===== config.mk =====
export PLATFORM = sky130hd
export DESIGN_NAME = cct_timers
export DESIGN_NICKNAME = d
export VERILOG_FILES = /design/src/logic/cct_pkg.sv /design/src/logic/cct_tick_if.sv /design/src/logic/cct_timers.sv /design/src/logic/cct_prescaler.sv
export SDC_FILE = /design/constraint.sdc
export NUM_CORES = 1
export LEC_CHECK = 0
export ABC_AREA = 1
export BUFFER_PORTS_ARGS = -buffer_cell sky130_fd_sc_hd__buf_2
export CAP_MARGIN = 40
export CORE_AREA = 2 2 216 218
export CTS_CLUSTER_SIZE = 30
export DETAILED_ROUTE_END_ITERATION = 6
export DIE_AREA = 0 0 218 220
export GPL_ROUTABILITY_DRIVEN = 0
export PLACE_DENSITY = 0.55
export SLEW_MARGIN = 20
export SYNTH_ARGS = -nofsm -noshare
export SYNTH_HDL_FRONTEND = slang
export SYNTH_SLANG_ARGS = --single-unit

===== constraint.sdc =====
create_clock -name ref_clk_i -period 2.65 [get_ports ref_clk_i]
set_clock_uncertainty 0.05 [all_clocks]
set_input_delay 0.53 -clock ref_clk_i [delete_from_list [all_inputs] [get_ports ref_clk_i]]
set_output_delay 0.53 -clock ref_clk_i [all_outputs]
set_load 0.005 [all_outputs]

===== src/logic/cct_pkg.sv =====
/*
 * Package for the three-unit capture/compare/PWM timer block: unit count,
 * channel counts, widths and reset values shared by cct_timers and cct_prescaler.
 * Assumes a single system clock and an asynchronous active-low reset.
 */
package cct_pkg;

  // *****************************************************************
  // sizes
  // *****************************************************************
  localparam int CCT_NUM_TMR   = 3;
  localparam int CCT_CNT_W     = 16;
  localparam int CCT_MAX_CAP   = 5;
  localparam int CCT_NUM_CMP   = 2;
  localparam int CCT_PRE_W     = 8;
  localparam int CCT_PEND_W    = CCT_MAX_CAP + CCT_NUM_CMP + 1;

  // pending / enable bit positions inside one timer's flag vector
  localparam int CCT_BIT_CAP0  = 0;
  localparam int CCT_BIT_CMP0  = 5;
  localparam int CCT_BIT_OVF   = 7;

  // *****************************************************************
  // reset values and count limit
  // *****************************************************************
  localparam logic [CCT_CNT_W-1:0] CCT_CNT_RST = 16'h0000;
  localparam logic [CCT_CNT_W-1:0] CCT_CNT_MAX = 16'hffff;
  localparam logic [CCT_PRE_W-1:0] CCT_PRE_RST = 8'h00;
  localparam logic [CCT_PEND_W-1:0] CCT_PEND_RST = 8'h00;

  // capture edge select codes
  localparam logic [1:0] CCT_EDGE_NONE = 2'h0;
  localparam logic [1:0] CCT_EDGE_RISE = 2'h1;
  localparam logic [1:0] CCT_EDGE_FALL = 2'h2;
  localparam logic [1:0] CCT_EDGE_BOTH = 2'h3;

  // compare output pin behaviour
  typedef enum logic [2:0] {
    CCT_OUT_HOLD = 3'b001,
    CCT_OUT_CMP  = 3'b010,
    CCT_OUT_PWM  = 3'b100
  } cct_out_mode_t;

endpackage : cct_pkg


===== src/logic/cct_tick_if.sv =====
/*
 * Interface carrying the count tick from the prescaler to a timer unit.
 * Assumes both ends run on the block's single clock.
 */
`timescale 1ns/1ns
interface cct_tick_if;
  logic tick;
  modport src (output tick);
  modport dst (input  tick);
endinterface : cct_tick_if


===== src/logic/cct_timers.sv =====
/*
 * Three 16-bit capture/compare/PWM timer units with a combined interrupt
 * per unit. Control and status are plain ports, one slice per timer.
 * Assumes capture inputs and the shared external clock are synchronous.
 */
// Notes on behaviour
// - three independent 16-bit counter units
// - system clock, internal scaled-down clock
// - count on prescaled or external ticks
// - overflow raises interrupt condition
// - per-timer prescaler, shared external clock
// - timer zero: five capture, two compare
// - timers one, two: two capture each
// - edge-selectable capture, may raise interrupt
// - compare match drives pin high/low
// - pwm mode from two compares
// - per-timer interrupt from enabled conditions
// - interrupt holds until all enabled flags cleared
`timescale 1ns/1ns
module cct_timers
  import cct_pkg::*;
(
  input  wire logic                  ref_clk_i,
  input  wire logic                  resetn_i,
  input  wire logic                  ext_clk_i,
  input  wire logic [CCT_NUM_TMR-1:0] run_i,
  input  wire logic [CCT_NUM_TMR-1:0] use_ext_i,
  input  wire logic [CCT_NUM_TMR-1:0][CCT_PRE_W-1:0] divide_i,
  input  wire logic [CCT_NUM_TMR-1:0] cnt_clear_i,
  input  wire logic [CCT_NUM_TMR-1:0][CCT_MAX_CAP-1:0] cap_pin_i,
  input  wire logic [CCT_NUM_TMR-1:0][CCT_MAX_CAP-1:0][1:0] cap_edge_i,
  input  wire logic [CCT_NUM_TMR-1:0][CCT_NUM_CMP-1:0][CCT_CNT_W-1:0]
                                     cmp_val_i,
  input  wire logic [CCT_NUM_TMR-1:0][CCT_NUM_CMP-1:0] cmp_level_i,
  input  wire cct_out_mode_t [CCT_NUM_TMR-1:0] out_mode_i,
  input  wire logic [CCT_NUM_TMR-1:0][CCT_PEND_W-1:0] int_en_i,
  input  wire logic [CCT_NUM_TMR-1:0][CCT_PEND_W-1:0] pend_clr_i,
  output logic [CCT_NUM_TMR-1:0][CCT_CNT_W-1:0] count_o,
  output logic [CCT_NUM_TMR-1:0][CCT_MAX_CAP-1:0][CCT_CNT_W-1:0]
                                     cap_val_o,
  output logic [CCT_NUM_TMR-1:0][CCT_PEND_W-1:0] pend_o,
  output logic [CCT_NUM_TMR-1:0][CCT_NUM_CMP-1:0] cmp_pin_o,
  output logic [CCT_NUM_TMR-1:0] irq_o
);

  // channels per timer: five on unit zero, two elsewhere
  function automatic int cap_count(input int t);
    return (t == 0) ? CCT_MAX_CAP : 2;
  endfunction : cap_count

  // *****************************************************************
  // one unit per timer
  // *****************************************************************
  genvar t;
  generate
    for (t = 0; t < CCT_NUM_TMR; t++) begin : g_tmr
      cct_tick_if tick_if ();
      logic [CCT_MAX_CAP-1:0] cap_prev;
      logic [CCT_MAX_CAP-1:0] cap_hit;
      logic [CCT_NUM_CMP-1:0] cmp_hit;
      logic                   ovf_hit;
      logic [CCT_PEND_W-1:0]  set_vec;

      // internal scaled clock per timer
      cct_prescaler u_pre (
        .ref_clk_i (ref_clk_i),
        .resetn_i  (resetn_i),
        .use_ext_i (use_ext_i[t]),
        .ext_clk_i (ext_clk_i),
        .divide_i  (divide_i[t]),
        .tick_o    (tick_if.src)
      );

      // ***************************************************************
      // counter
      // ***************************************************************
      assign ovf_hit = run_i[t] & tick_if.tick &
                       (count_o[t] == CCT_CNT_MAX);

      always_ff @(posedge ref_clk_i or negedge resetn_i) begin
        if (!resetn_i) begin
          count_o[t] <= CCT_CNT_RST;
        end else if (cnt_clear_i[t]) begin
          count_o[t] <= CCT_CNT_RST;
        end else if (run_i[t] && tick_if.tick) begin
          // natural 16-bit wrap from all-ones to zero
          count_o[t] <= count_o[t] + 16'h0001;
        end
      end

      // ***************************************************************
      // capture channels
      // ***************************************************************
      always_ff @(posedge ref_clk_i or negedge resetn_i) begin
        if (!resetn_i) begin
          cap_prev <= '0;
        end else begin
          cap_prev <= cap_pin_i[t];
        end
      end

      for (genvar c = 0; c < CCT_MAX_CAP; c++) begin : g_cap
        if (c < cap_count(t)) begin : g_on
          logic rise;
          logic fall;
          assign rise = cap_pin_i[t][c] & ~cap_prev[c];
          assign fall = ~cap_pin_i[t][c] & cap_prev[c];
          // edge select per channel
          assign cap_hit[c] =
            (rise && (cap_edge_i[t][c] == CCT_EDGE_RISE ||
                      cap_edge_i[t][c] == CCT_EDGE_BOTH)) ||
            (fall && (cap_edge_i[t][c] == CCT_EDGE_FALL ||
                      cap_edge_i[t][c] == CCT_EDGE_BOTH));

          always_ff @(posedge ref_clk_i or negedge resetn_i) begin
            if (!resetn_i) begin
              cap_val_o[t][c] <= CCT_CNT_RST;
            end else if (cap_hit[c]) begin
              cap_val_o[t][c] <= count_o[t];
            end
          end
        end else begin : g_off
          // unit without this channel: reads zero, never fires
          assign cap_hit[c] = 1'b0;
          always_ff @(posedge ref_clk_i or negedge resetn_i) begin
            if (!resetn_i) begin
              cap_val_o[t][c] <= CCT_CNT_RST;
            end else begin
              cap_val_o[t][c] <= CCT_CNT_RST;
            end
          end
        end
      end

      // ***************************************************************
      // compare channels and output pins
      // ***************************************************************
      // match only on the tick that lands on the value, so a stalled
      // counter does not refire the event every clock
      for (genvar k = 0; k < CCT_NUM_CMP; k++) begin : g_cmp
        assign cmp_hit[k] = run_i[t] & tick_if.tick &
                            ((count_o[t] + 16'h0001) == cmp_val_i[t][k]);
      end

      always_ff @(posedge ref_clk_i or negedge resetn_i) begin
        if (!resetn_i) begin
          cmp_pin_o[t] <= '0;
        end else begin
          case (out_mode_i[t])
            CCT_OUT_CMP: begin
              // each match forces its pin to the set level
              for (int k = 0; k < CCT_NUM_CMP; k++) begin
                if (cmp_hit[k]) begin
                  cmp_pin_o[t][k] <= cmp_level_i[t][k];
                end
              end
            end
            CCT_OUT_PWM: begin
              // compare 0 starts the pulse, compare 1 ends it on pin 0;
              // a tie lets the end win so a zero-width pulse stays low
              if (cmp_hit[1]) begin
                cmp_pin_o[t][0] <= 1'b0;
              end else if (cmp_hit[0]) begin
                cmp_pin_o[t][0] <= 1'b1;
              end
              cmp_pin_o[t][1] <= 1'b0;
            end
            CCT_OUT_HOLD: begin
              cmp_pin_o[t] <= cmp_pin_o[t];
            end
            default: begin
              cmp_pin_o[t] <= cmp_pin_o[t];
            end
          endcase
        end
      end

      // ***************************************************************
      // pending flags and combined interrupt
      // ***************************************************************
      always_comb begin
        set_vec = '0;
        set_vec[CCT_BIT_CAP0 +: CCT_MAX_CAP] = cap_hit;
        set_vec[CCT_BIT_CMP0 +: CCT_NUM_CMP] = cmp_hit;
        set_vec[CCT_BIT_OVF] = ovf_hit;
      end

      // set beats a clear in the same cycle; bitwise clear
      always_ff @(posedge ref_clk_i or negedge resetn_i) begin
        if (!resetn_i) begin
          pend_o[t] <= CCT_PEND_RST;
        end else begin
          pend_o[t] <= (pend_o[t] & ~pend_clr_i[t]) | set_vec;
        end
      end

      // registered level from the flags' next value, held until all enabled flags are cleared
      always_ff @(posedge ref_clk_i or negedge resetn_i) begin
        if (!resetn_i) begin
          irq_o[t] <= 1'b0;
        end else begin
          irq_o[t] <= |(((pend_o[t] & ~pend_clr_i[t]) | set_vec)
                        & int_en_i[t]);
        end
      end
    end
  endgenerate

endmodule : cct_timers


===== src/logic/cct_prescaler.sv =====
/*
 * Tick source for one timer: divided system clock or external clock edge.
 * Assumes the external clock is synchronous to ref_clk_i.
 */
`timescale 1ns/1ns
module cct_prescaler
  import cct_pkg::*;
(
  input  wire logic                 ref_clk_i,
  input  wire logic                 resetn_i,
  input  wire logic                 use_ext_i,
  input  wire logic                 ext_clk_i,
  input  wire logic [CCT_PRE_W-1:0] divide_i,
  cct_tick_if.src                   tick_o
);

  logic [CCT_PRE_W-1:0] div_cnt;
  logic                 ext_prev;

  // *****************************************************************
  // prescale divider
  // *****************************************************************
  // divide of n gives one tick every n+1 clocks
  always_ff @(posedge ref_clk_i or negedge resetn_i) begin
    if (!resetn_i) begin
      div_cnt <= CCT_PRE_RST;
    end else if (div_cnt >= divide_i) begin
      div_cnt <= CCT_PRE_RST;
    end else begin
      div_cnt <= div_cnt + 8'h01;
    end
  end

  always_ff @(posedge ref_clk_i or negedge resetn_i) begin
    if (!resetn_i) begin
      ext_prev <= 1'b0;
    end else begin
      ext_prev <= ext_clk_i;
    end
  end

  // counts on external rising edge or on prescaler wrap
  assign tick_o.tick = use_ext_i ? (ext_clk_i & ~ext_prev)
                                 : (div_cnt >= divide_i);

endmodule : cct_prescaler


# After elaboration in Yosys (flattened, before gate mapping)
# Index checks and enable logic that the tools add are counted.
# word_totals
mem_bits_rw	0
romBits	0
register_bits	259
memories	0
wordCells	243
latchBits	0
# classes
eq_ne	51
n_addsub	6
n_div	0
shift	0
reduce_logical	63
n_lt_le_gt_ge	3
n_bitwise	62
multipliers	0
n_mux	27
# op_table
op	n
16-bit == test	6
16-bit 2-to-1 mux	6
16-bit by 1-bit adder with 16-bit output (second input constant)	3
8-bit AND	6
16-bit == test (second input constant)	3
2-bit == test (second input constant)	18
1-bit AND	31
1-bit logical OR	27
8-bit by 1-bit adder with 8-bit output (second input constant)	3
8-bit greater-or-equal comparator	3
8-bit 2-to-1 mux	3
8-bit inverter	3
8-bit bitwise OR	3
8-bit OR reduction	3
1-bit logical AND	21
1-bit inverter	19
2-bit by 1-bit == test with 1-bit output (second input constant)	9
1-bit 2-to-1 mux	15
2-bit != test (second input constant)	6
2-bit one-hot mux with 2 select lines	3
2-bit nonzero test	6
3-bit by 2-bit == test with 1-bit output (second input constant)	3
3-bit == test (second input constant)	3
3-bit != test (second input constant)	3
2 further kinds	6

# Logic depth before layout (Yosys ltp)
# Gate-level depths: netlist of run 1.
# logic_depth
word_depth	8
depth_mapped	16
ltp_nobuf	16

# Hierarchy
# Synthesis of run 1 repeated with hierarchy kept, for this count alone.
# hier_totals
cells_unflattened	1835
hier_area_um2	14239.9
# modules_own_cells
module	n_inst	cells_per_inst	area_per_inst_um2
cct_timers	1	1610	12404.4
cct_prescaler	3	75	611.8

# Worst setup path after synthesis of run 1
# No wires, ideal clock.
# synth_timing
kind	input to register
start	input port divide_i[21] (netlist bit)
end	register count_o[35] (netlist bit)
cell_stages	11
setup_time_ns	0.138
t_required_ns	2.462
arrival_ns	2.014
setup_slack_ns	0.448
cell_sequence	inv_1 ha_1 a21oi_1 nor2_1 nor3_1 nand4_1 nand2_1 inv_1 nand2_1 clkbuf_1 o22ai_1
# synth_between
elab_chain_cells	4
# synth_rtl
element	line_no	rtl
start, declared	cct_timers.sv:28	input wire logic [CCT_NUM_TMR-1:0][CCT_PRE_W-1:0] divide_i,
8-bit greater-or-equal comparator	cct_prescaler.sv:44	: (div_cnt >= divide_i);
1-bit 2-to-1 mux	cct_prescaler.sv:43	assign tick_o.tick = use_ext_i ? (ext_clk_i & ~ext_prev)
1-bit logical AND	cct_timers.sv:85	end else if (run_i[t] && tick_if.tick) begin
2-bit nonzero test (no line)	n/a	
end signal, assigned by index	cct_timers.sv:87	count_o[t] <= count_o[t] + 16'h0001;
end, declared	cct_timers.sv:38	output logic [CCT_NUM_TMR-1:0][CCT_CNT_W-1:0] count_o,
# No other way between the ends.
# A chain may end at the register's enable or synchronous reset.

# Worst setup path in the final report of run 1
# layout_timing
start	register count_o[0] (netlist bit)
end	register cmp_pin_o[1] (netlist bit)
# layout_between
elab_chain_cells	5
# layout_rtl
element	line_no	rtl
16-bit by 1-bit adder with 16-bit output	cct_timers.sv:142	((count_o[t] + 16'h0001) == cmp_val_i[t][k]);
16-bit == test	cct_timers.sv:142	
1-bit AND	cct_timers.sv:141	assign cmp_hit[k] = run_i[t] & tick_if.tick &
2-bit != test (no line)	n/a	
2-bit AND reduction (no line)	n/a	
end signal, assigned by index	cct_timers.sv:154	cmp_pin_o[t][k] <= cmp_level_i[t][k];
end signal, assigned by index	cct_timers.sv:169	cmp_pin_o[t] <= cmp_pin_o[t];
end signal, assigned by index	cct_timers.sv:172	cmp_pin_o[t] <= cmp_pin_o[t];
end, declared	cct_timers.sv:42	output logic [CCT_NUM_TMR-1:0][CCT_NUM_CMP-1:0] cmp_pin_o,
# No other way between the ends.

==> results of run 1 <==
==> cells in the mapped netlist, types with 2 or more instances <==
cell,number,area (sq um)
nor2_4,9,101
o22ai_1,42,263
a21oi_1,18,90.1
a22o_1,2,17.5
buf_4,98,736
o21ai_2,2,17.5
nand2_2,8,50.1
o21ai_1,8,40.0
mux2_2,2,22.5
dfrtp_1,259,6480
xor2_1,13,114
o21ai_0,176,881
nor2_2,9,56.3
inv_1,234,878
xnor2_1,5,43.8
o21a_1,2,15.0
nor2_1,128,480
clkbuf_1,33,124
nor3b_1,8,60.1
nand3_1,167,836
inv_2,3,11.3
a21boi_0,4,30.0
nand2_1,567,2130
and3_1,2,12.5
nand4_1,52,325
nand3b_1,33,248
ha_1,30,375
or2_2,2,12.5
nor3_1,16,80.1
or2_0,3,18.8
==> final timing paths <==
kind                               from                      end  slack (ns)  cells past startpoint
max in group asynchronous      resetn_i            cap_val_o[81]        1.31                      3
min in group asynchronous      resetn_i                pend_o[6]        0.43                      2
min                           ext_clk_i  g_tmr[2].u_pre.ext_prev        0.06                      1
max                          count_o[0]             cmp_pin_o[1]        0.23                     14
min reg2reg                cmp_pin_o[1]             cmp_pin_o[1]        0.43                      2
max reg2reg                  count_o[0]             cmp_pin_o[1]        0.23                     14
==> stage by stage <==
| stage | power [W] | cells | setup WS (ns) |
|---|---|---|---|
| detailed placement | 0.00608 | 2996 | 0.0277 |
| CTS | 0.0107 | 3055 | 0.181 |
| floorplan | 0.00546 | 2038 | 0.448 |
| finish | 0.0106 | 3058 | 0.229 |
| global route | 0.0112 | 3057 | 0.0220 |
| global placement | 0.00602 | 2996 | 0.0746 |
==> logic make-up (layout without fill, tap and decap cells) <==
family	count (synthesis)	count (layout)	share of synthesized area
adder cells (fa/ha/maj)	30	30	0.0257
flip-flops	259	259	0.443
XOR/XNOR	19	19	0.0123
AND/OR/NAND/NOR	1008	1008	0.304
buffers and inverters	369	779	0.120
AO/OA/AOI/OAI	255	255	0.0931
other	1	99	0.000256
multiplexers	2	2	0.00154
==> registers in the layout, summed over array words and instances, names as in the netlist <==
| name | flops |
|---|---|
| pend_o | 24 |
| g_tmr.u_pre.ext_prev | 1 |
| count_o | 48 |
| irq_o | 3 |
| cap_val_o | 144 |
| g_tmr.u_pre.div_cnt | 24 |
| cmp_pin_o | 6 |
| g_tmr.cap_prev | 9 |
==> cell type report <==
class | count | area [sq um]
Fill cell | 4828 | 27300
Multi-Input combinational cell | 1410 | 6780
Sequential cell | 259 | 6480
Timing Repair Buffer | 484 | 2580
Clock buffer | 44 | 918
Inverter | 237 | 890
Tap cell | 607 | 759
Clock inverter | 14 | 173
Antenna cell | 3 | 7.51
==> timing repair <==
item	4_1_cts	5_1_grt
hold buffers	1	0
gates resized for setup	0	4
endpoints found under the setup margin	0	1
hold endpoints to repair	43	0
==> report_power, final <==
part	internal, W	switching [W]
combinational	0.000644	0.000985
sequential	0.00418	0.000188
clock	0.00275	0.00184
total	0.00757	0.00302
==> per-layer routing <==
metal  share of wire  vias to the layer above  GRT usage
li1                -                     7109          -
met1            0.43                     6861      0.257
met2            0.48                      526      0.349
met3           0.062                       89     0.0381
met4           0.030                        0     0.0741
met5               0                        -          0
==> flow_summary.ini, run 1 <==
[synth]
seq_area_frac_synth = 0.443
synth_cell_type_count = 38
syn_avg_cell_area_sq_um = 7.53
synth_edf_count = 0
synth.cell_area_sq_mm = 0.0146
async_flop_share = 1.00
yosysWarnings = 0
ys.flop_type = dfrtp_1
synthCells = 1943
ys_ff_latch = 259

[worst_setup_path]
critPathMaxFanout = 5
path_cells = ha_2, nand2_1, nor2_2, nand3_1, nand3_1, nand2_1, nor3_1, nand2_1, nor2_1, nand3_1, nand2_1, nand2_1, nand2_1, nand2_1
critPathMostFrequentCell = nand2_1
crit_buf_inv = 0
start_kind = flip-flop
worstSetupPathType = reg -> reg
max_stage_delay_ns = 0.36
crit_path_top_delay_cell = dfrtp_1
cp.required_ns = 3.03
worstPathArrival_ns = 2.80
crit_family = simple AND/OR/NAND/NOR gates
worstSetupEndpointType = flip-flop

[detailed_routing]
vias_per_cell = 4.77
drt_pass1_iterations = 5
antenna_left = 0
dr_total_vias = 14600
drt_wl_total_um = 50100
wl_per_cell_um = 16.4
drtIter0Drc = 986
drcViolationCount = 0

[clock_tree]
ctsRootBufferMaster = clkbuf_16
cts_tree = done
post_cts_buffers = 0
cts-buffers-inserted = 34
clk_pin_slew_ns = 0.06
h-tree-depth = 2
clkSinkCount = 259
clock_latency_ns = 0.55
cts_buffer_depth = 3

[cells_and_area]
final_area_sq_mm = 0.0186
mostFrequentLayoutCells = nand2_1 (567), buf_2 (445), dfrtp_1 (258), inv_1 (234), o21ai_0 (176)
drive_gt1_frac = 0.237
synthToLayoutAreaGrowth_pct = 27.1
fin_nets = 2696
postLayoutCoreUtil = 0.405
final_common_cell = nand2_1

[grt]
grt_util_all_layers = 0.204
antenna_found_initial = 4
grt_pass1_vias = 13800
grt_max_degree = 77
overflow = 0
grt_pass1_wl_um = 76100

[sta]
tightest_slew_ns = 0.526
max_freq_mhz = 413
tns_ns = 0
fin_crit_sh = 0.914
setup_viol = 0
slew_headroom = 0.648
hold_violations = 0
timing.final.crit_period_ns = 2.42
rsz0062_at_grt = no
drv_slew = 0
holdWs_ns = 0.0618

[floorplanning]
initial_core_util = 0.319
io_pins = 561
num_rows = 79
die_x_um = 218
core_area_sq_mm = 0.0459
chipHeight_um = 220
dieArea_sq_mm = 0.0480

[placement]
place_area_sq_mm = 0.0175
io_buffers = 446
hpwl_um = 39200

[pwr]
p_leak_nw = 10.2
power_density_mw_per_mm2 = 569
ir_drop_v = 0.000327

[run_status]
status = completed

[run]
drv_cap = 0

[min_path]
hold_class = in -> reg
Power figures use the tool's default switching activity.
==> inputs of run 2 (changes only) <==
ABC_AREA = unset   (was 1)
CORE_AREA = 2 2 221 223   (was 2 2 216 218)
DIE_AREA = 0 0 223 225   (was 0 0 218 220)
==> run 2 against run 1 <==
Non-clock buffer count rose by 148; global-route usage down 0.62 points; critical path depth fell by 6; worst setup slack worse by 0.43 ns; the flow now finishes with violations (negative setup slack); largest cell class unchanged; design area is 10% higher; critical path type unchanged; sequential power about the same; register-to-register slack got worse by 0.43 ns; sequential share of layout area down 3.2 points.
==> flow_summary.ini, run 2 <==
[grt]
grt_pass1_vias = 13400
grt_pass1_wl_um = 77500
grt_util_all_layers = 0.198
antenna_found_initial = 9
grt_max_degree = 63
overflow = 0

[clock_tree]
h-tree-depth = 2
cts-buffers-inserted = 34
clkSinkCount = 259
cts_buffer_depth = 3
ctsRootBufferMaster = clkbuf_16
clk_pin_slew_ns = 0.06
clock_latency_ns = 0.54
cts_tree = done

[synth]
synth_top_family_by_area = simple AND/OR/NAND/NOR gates
async_flop_share = 1.00
synth_edf_count = 0
synth-compound-area-share = 0.0877
yosysMostFrequentCell = dfrtp_1
synthAdderAreaFrac = 0.0246
syn_avg_cell_area_sq_um = 10.3
synthCells = 1484
ys_ff_latch = 259
yosysWarnings = 0
synth_xor_area_frac = 0.103
synthTopCellsByCount = dfrtp_1 (259), mux2_2 (146), nor2_1 (114)
yosys.area.top_type_share = 0.425
ys.flop_type = dfrtp_1
synthTopCellsByArea = dfrtp_1 (42%), mux2_2 (11%), xnor2_1 (5.6%)
synth-simple-area-share = 0.157
synth_mux_area_frac = 0.112
synth_cell_type_count = 92
seq_area_frac_synth = 0.425
synth.cell_area_sq_mm = 0.0153
synth_top_cell_by_area = dfrtp_1

[pwr]
clkPwrFrac = 0.436
sw_frac_of_total = 0.273
p_seq_frac = 0.396
p_leak_nw = 10.6
comb_power_share = 0.168
ir_drop_v = 0.000406
power_density_mw_per_mm2 = 538
intPower_w = 0.00801
switching_power_w = 0.00300

[cells_and_area]
postLayoutCoreUtil = 0.431
final_common_cell = buf_2
fill_cells = 4628
largest_reg_flops = 144
reg_top3 = cap_val_o: 144 flops, count_o: 48 flops
drive_gt1_frac = 0.440
mostFrequentLayoutCells = buf_2 (445), dfrtp_1 (256), buf_4 (175), mux2_2 (146), nor2_1 (111)
fin_nets = 2338
synthToLayoutAreaGrowth_pct = 34.3
top_register = cap_val_o

[placement]
io_buffers = 446
hpwl_um = 40000

[floorplanning]
num_rows = 80
core_area_sq_mm = 0.0475
die_x_um = 223
io_pins = 561
dieArea_sq_mm = 0.0502
chipHeight_um = 225
initial_core_util = 0.321

[sta]
slew_headroom = 0.482
timing.final.crit_period_ns = 2.85
rsz0062_at_grt = yes
drv_slew = 0
fin_crit_sh = 1.08
hold_violations = 0
setup_viol = 3
setup_ws_ns = -0.200
max_freq_mhz = 351
holdWs_ns = 0.0743
tightest_slew_ns = 0.777
tns_ns = -0.525

[worst_setup_path]
start_kind = flip-flop
r2r_slack_ns = -0.20
worstSetupEndpointType = flip-flop
critPathMaxFanout = 2
worstSetupPathType = reg -> reg
worstPathArrival_ns = 3.25
cp.required_ns = 3.05

[run]
drv_cap = 0

[run_status]
status = finished, violations left
violations = negative setup slack

[min_path]
hold_class = in -> reg

[detailed_routing]
drtIter0Drc = 685
drt_wl_total_um = 51200
wl_per_cell_um = 18.9
dr_total_vias = 13300
drt_pass1_iterations = 5
antenna_left = 0
drcViolationCount = 0
vias_per_cell = 4.89
-- run 2: cell count changes in the layout (fill, tap and decap cells not counted), sizes merged, moves of 93 or more --
cell and delta:
nand2 -492, nand3 -115, o21ai -133, inv -177
buf +148, xnor2 +93, mux2 +144
-- run 2: per-layer routing --
| metal | up-vias | share of wire | wire [um] | GRT usage |
|---|---|---|---|---|
| li1 | 6165 | - | - | - |
| met1 | 6495 | 0.41 | 21100 | 0.238 |
| met2 | 489 | 0.49 | 25300 | 0.344 |
| met3 | 101 | 0.060 | 3090 | 0.0437 |
| met4 | 8 | 0.033 | 1710 | 0.0788 |
| met5 | - | 0.00094 | 48 | 0 |
-- run 2: layout make-up --
| cell class | instances | area (sq um) | share of cell area |
|---|---|---|---|
| antenna | 6 | 15.0 | 0.000733 |
| clock buffer | 47 | 1010 | 0.0493 |
| clock inverter | 14 | 166 | 0.00812 |
| inverter | 60 | 233 | 0.0114 |
| multi-input combinational | 1081 | 8090 | 0.395 |
| sequential | 259 | 6480 | 0.316 |
| tap | 615 | 769 | 0.0376 |
| timing repair buffer | 632 | 3730 | 0.182 |
-- run 2: timing repair --
action                                  in CTS  in global routing
gates resized for setup                     11                 48
buffers inserted                             1                  8
hold buffers                                 1                  0
pin swaps                                    7                 20
endpoints found under the setup margin       7                 25
endpoints found under the hold margin       58                  0
-- run 2: path summary, 6_finish.rpt --
check,startpoint,endpoint,cells past startpoint
min in group asynchronous,resetn_i,cap_val_o[75],2
min,cap_pin_i[11],g_tmr[2].cap_prev[1],1
max in group asynchronous,resetn_i,pend_o[14],3
max reg2reg,count_o[32],irq_o[2],8
max,count_o[32],irq_o[2],8
min reg2reg,cap_val_o[189],cap_val_o[189],1
-- run 2: power groups by stage --
stage	Sequential [W]	Combinational, W	Clock, W
after floorplan	0.00442	0.00107	0
after global placement	0.00442	0.00177	0
after detailed placement	0.00443	0.00181	0
after CTS	0.00436	0.00183	0.00498
after global routing	0.00439	0.00210	0.00512
final	0.00436	0.00185	0.00481
-- run 2: metrics by stage --
stage	total power (W)	instance area (sq um)	worst slack (ns)	cells
finish	0.0110	20500	-0.200	2714
global route	0.0116	20500	-0.264	2711
CTS	0.0112	20200	-0.200	2700
detailed placement	0.00624	19000	-0.578	2637
global placement	0.00619	19000	-0.574	2637
floorplan	0.00549	15700	-0.212	1579
-- run 2: critical path, cell delays in order (launching register included) --
cell	delay [ns]
dfrtp_1	0.38
ha_4	0.16
nand2_4	0.05
or4_4	0.55
xor2_1	0.16
o221ai_1	0.14
or4_4	0.52
or4b_4	0.58
o211ai_1	0.17
-- run 2: logic make-up (layout without fill, tap and decap cells) --
| logic type | after synthesis | after routing |
|---|---|---|
| AO/OA/AOI/OAI | 192 | 192 |
| adder cells (fa/ha/maj) | 30 | 30 |
| flip-flops | 259 | 259 |
| buffers and inverters | 239 | 753 |
| AND/OR/NAND/NOR | 437 | 437 |
| other | 1 | 102 |
| multiplexers | 153 | 153 |
| XOR/XNOR | 173 | 173 |
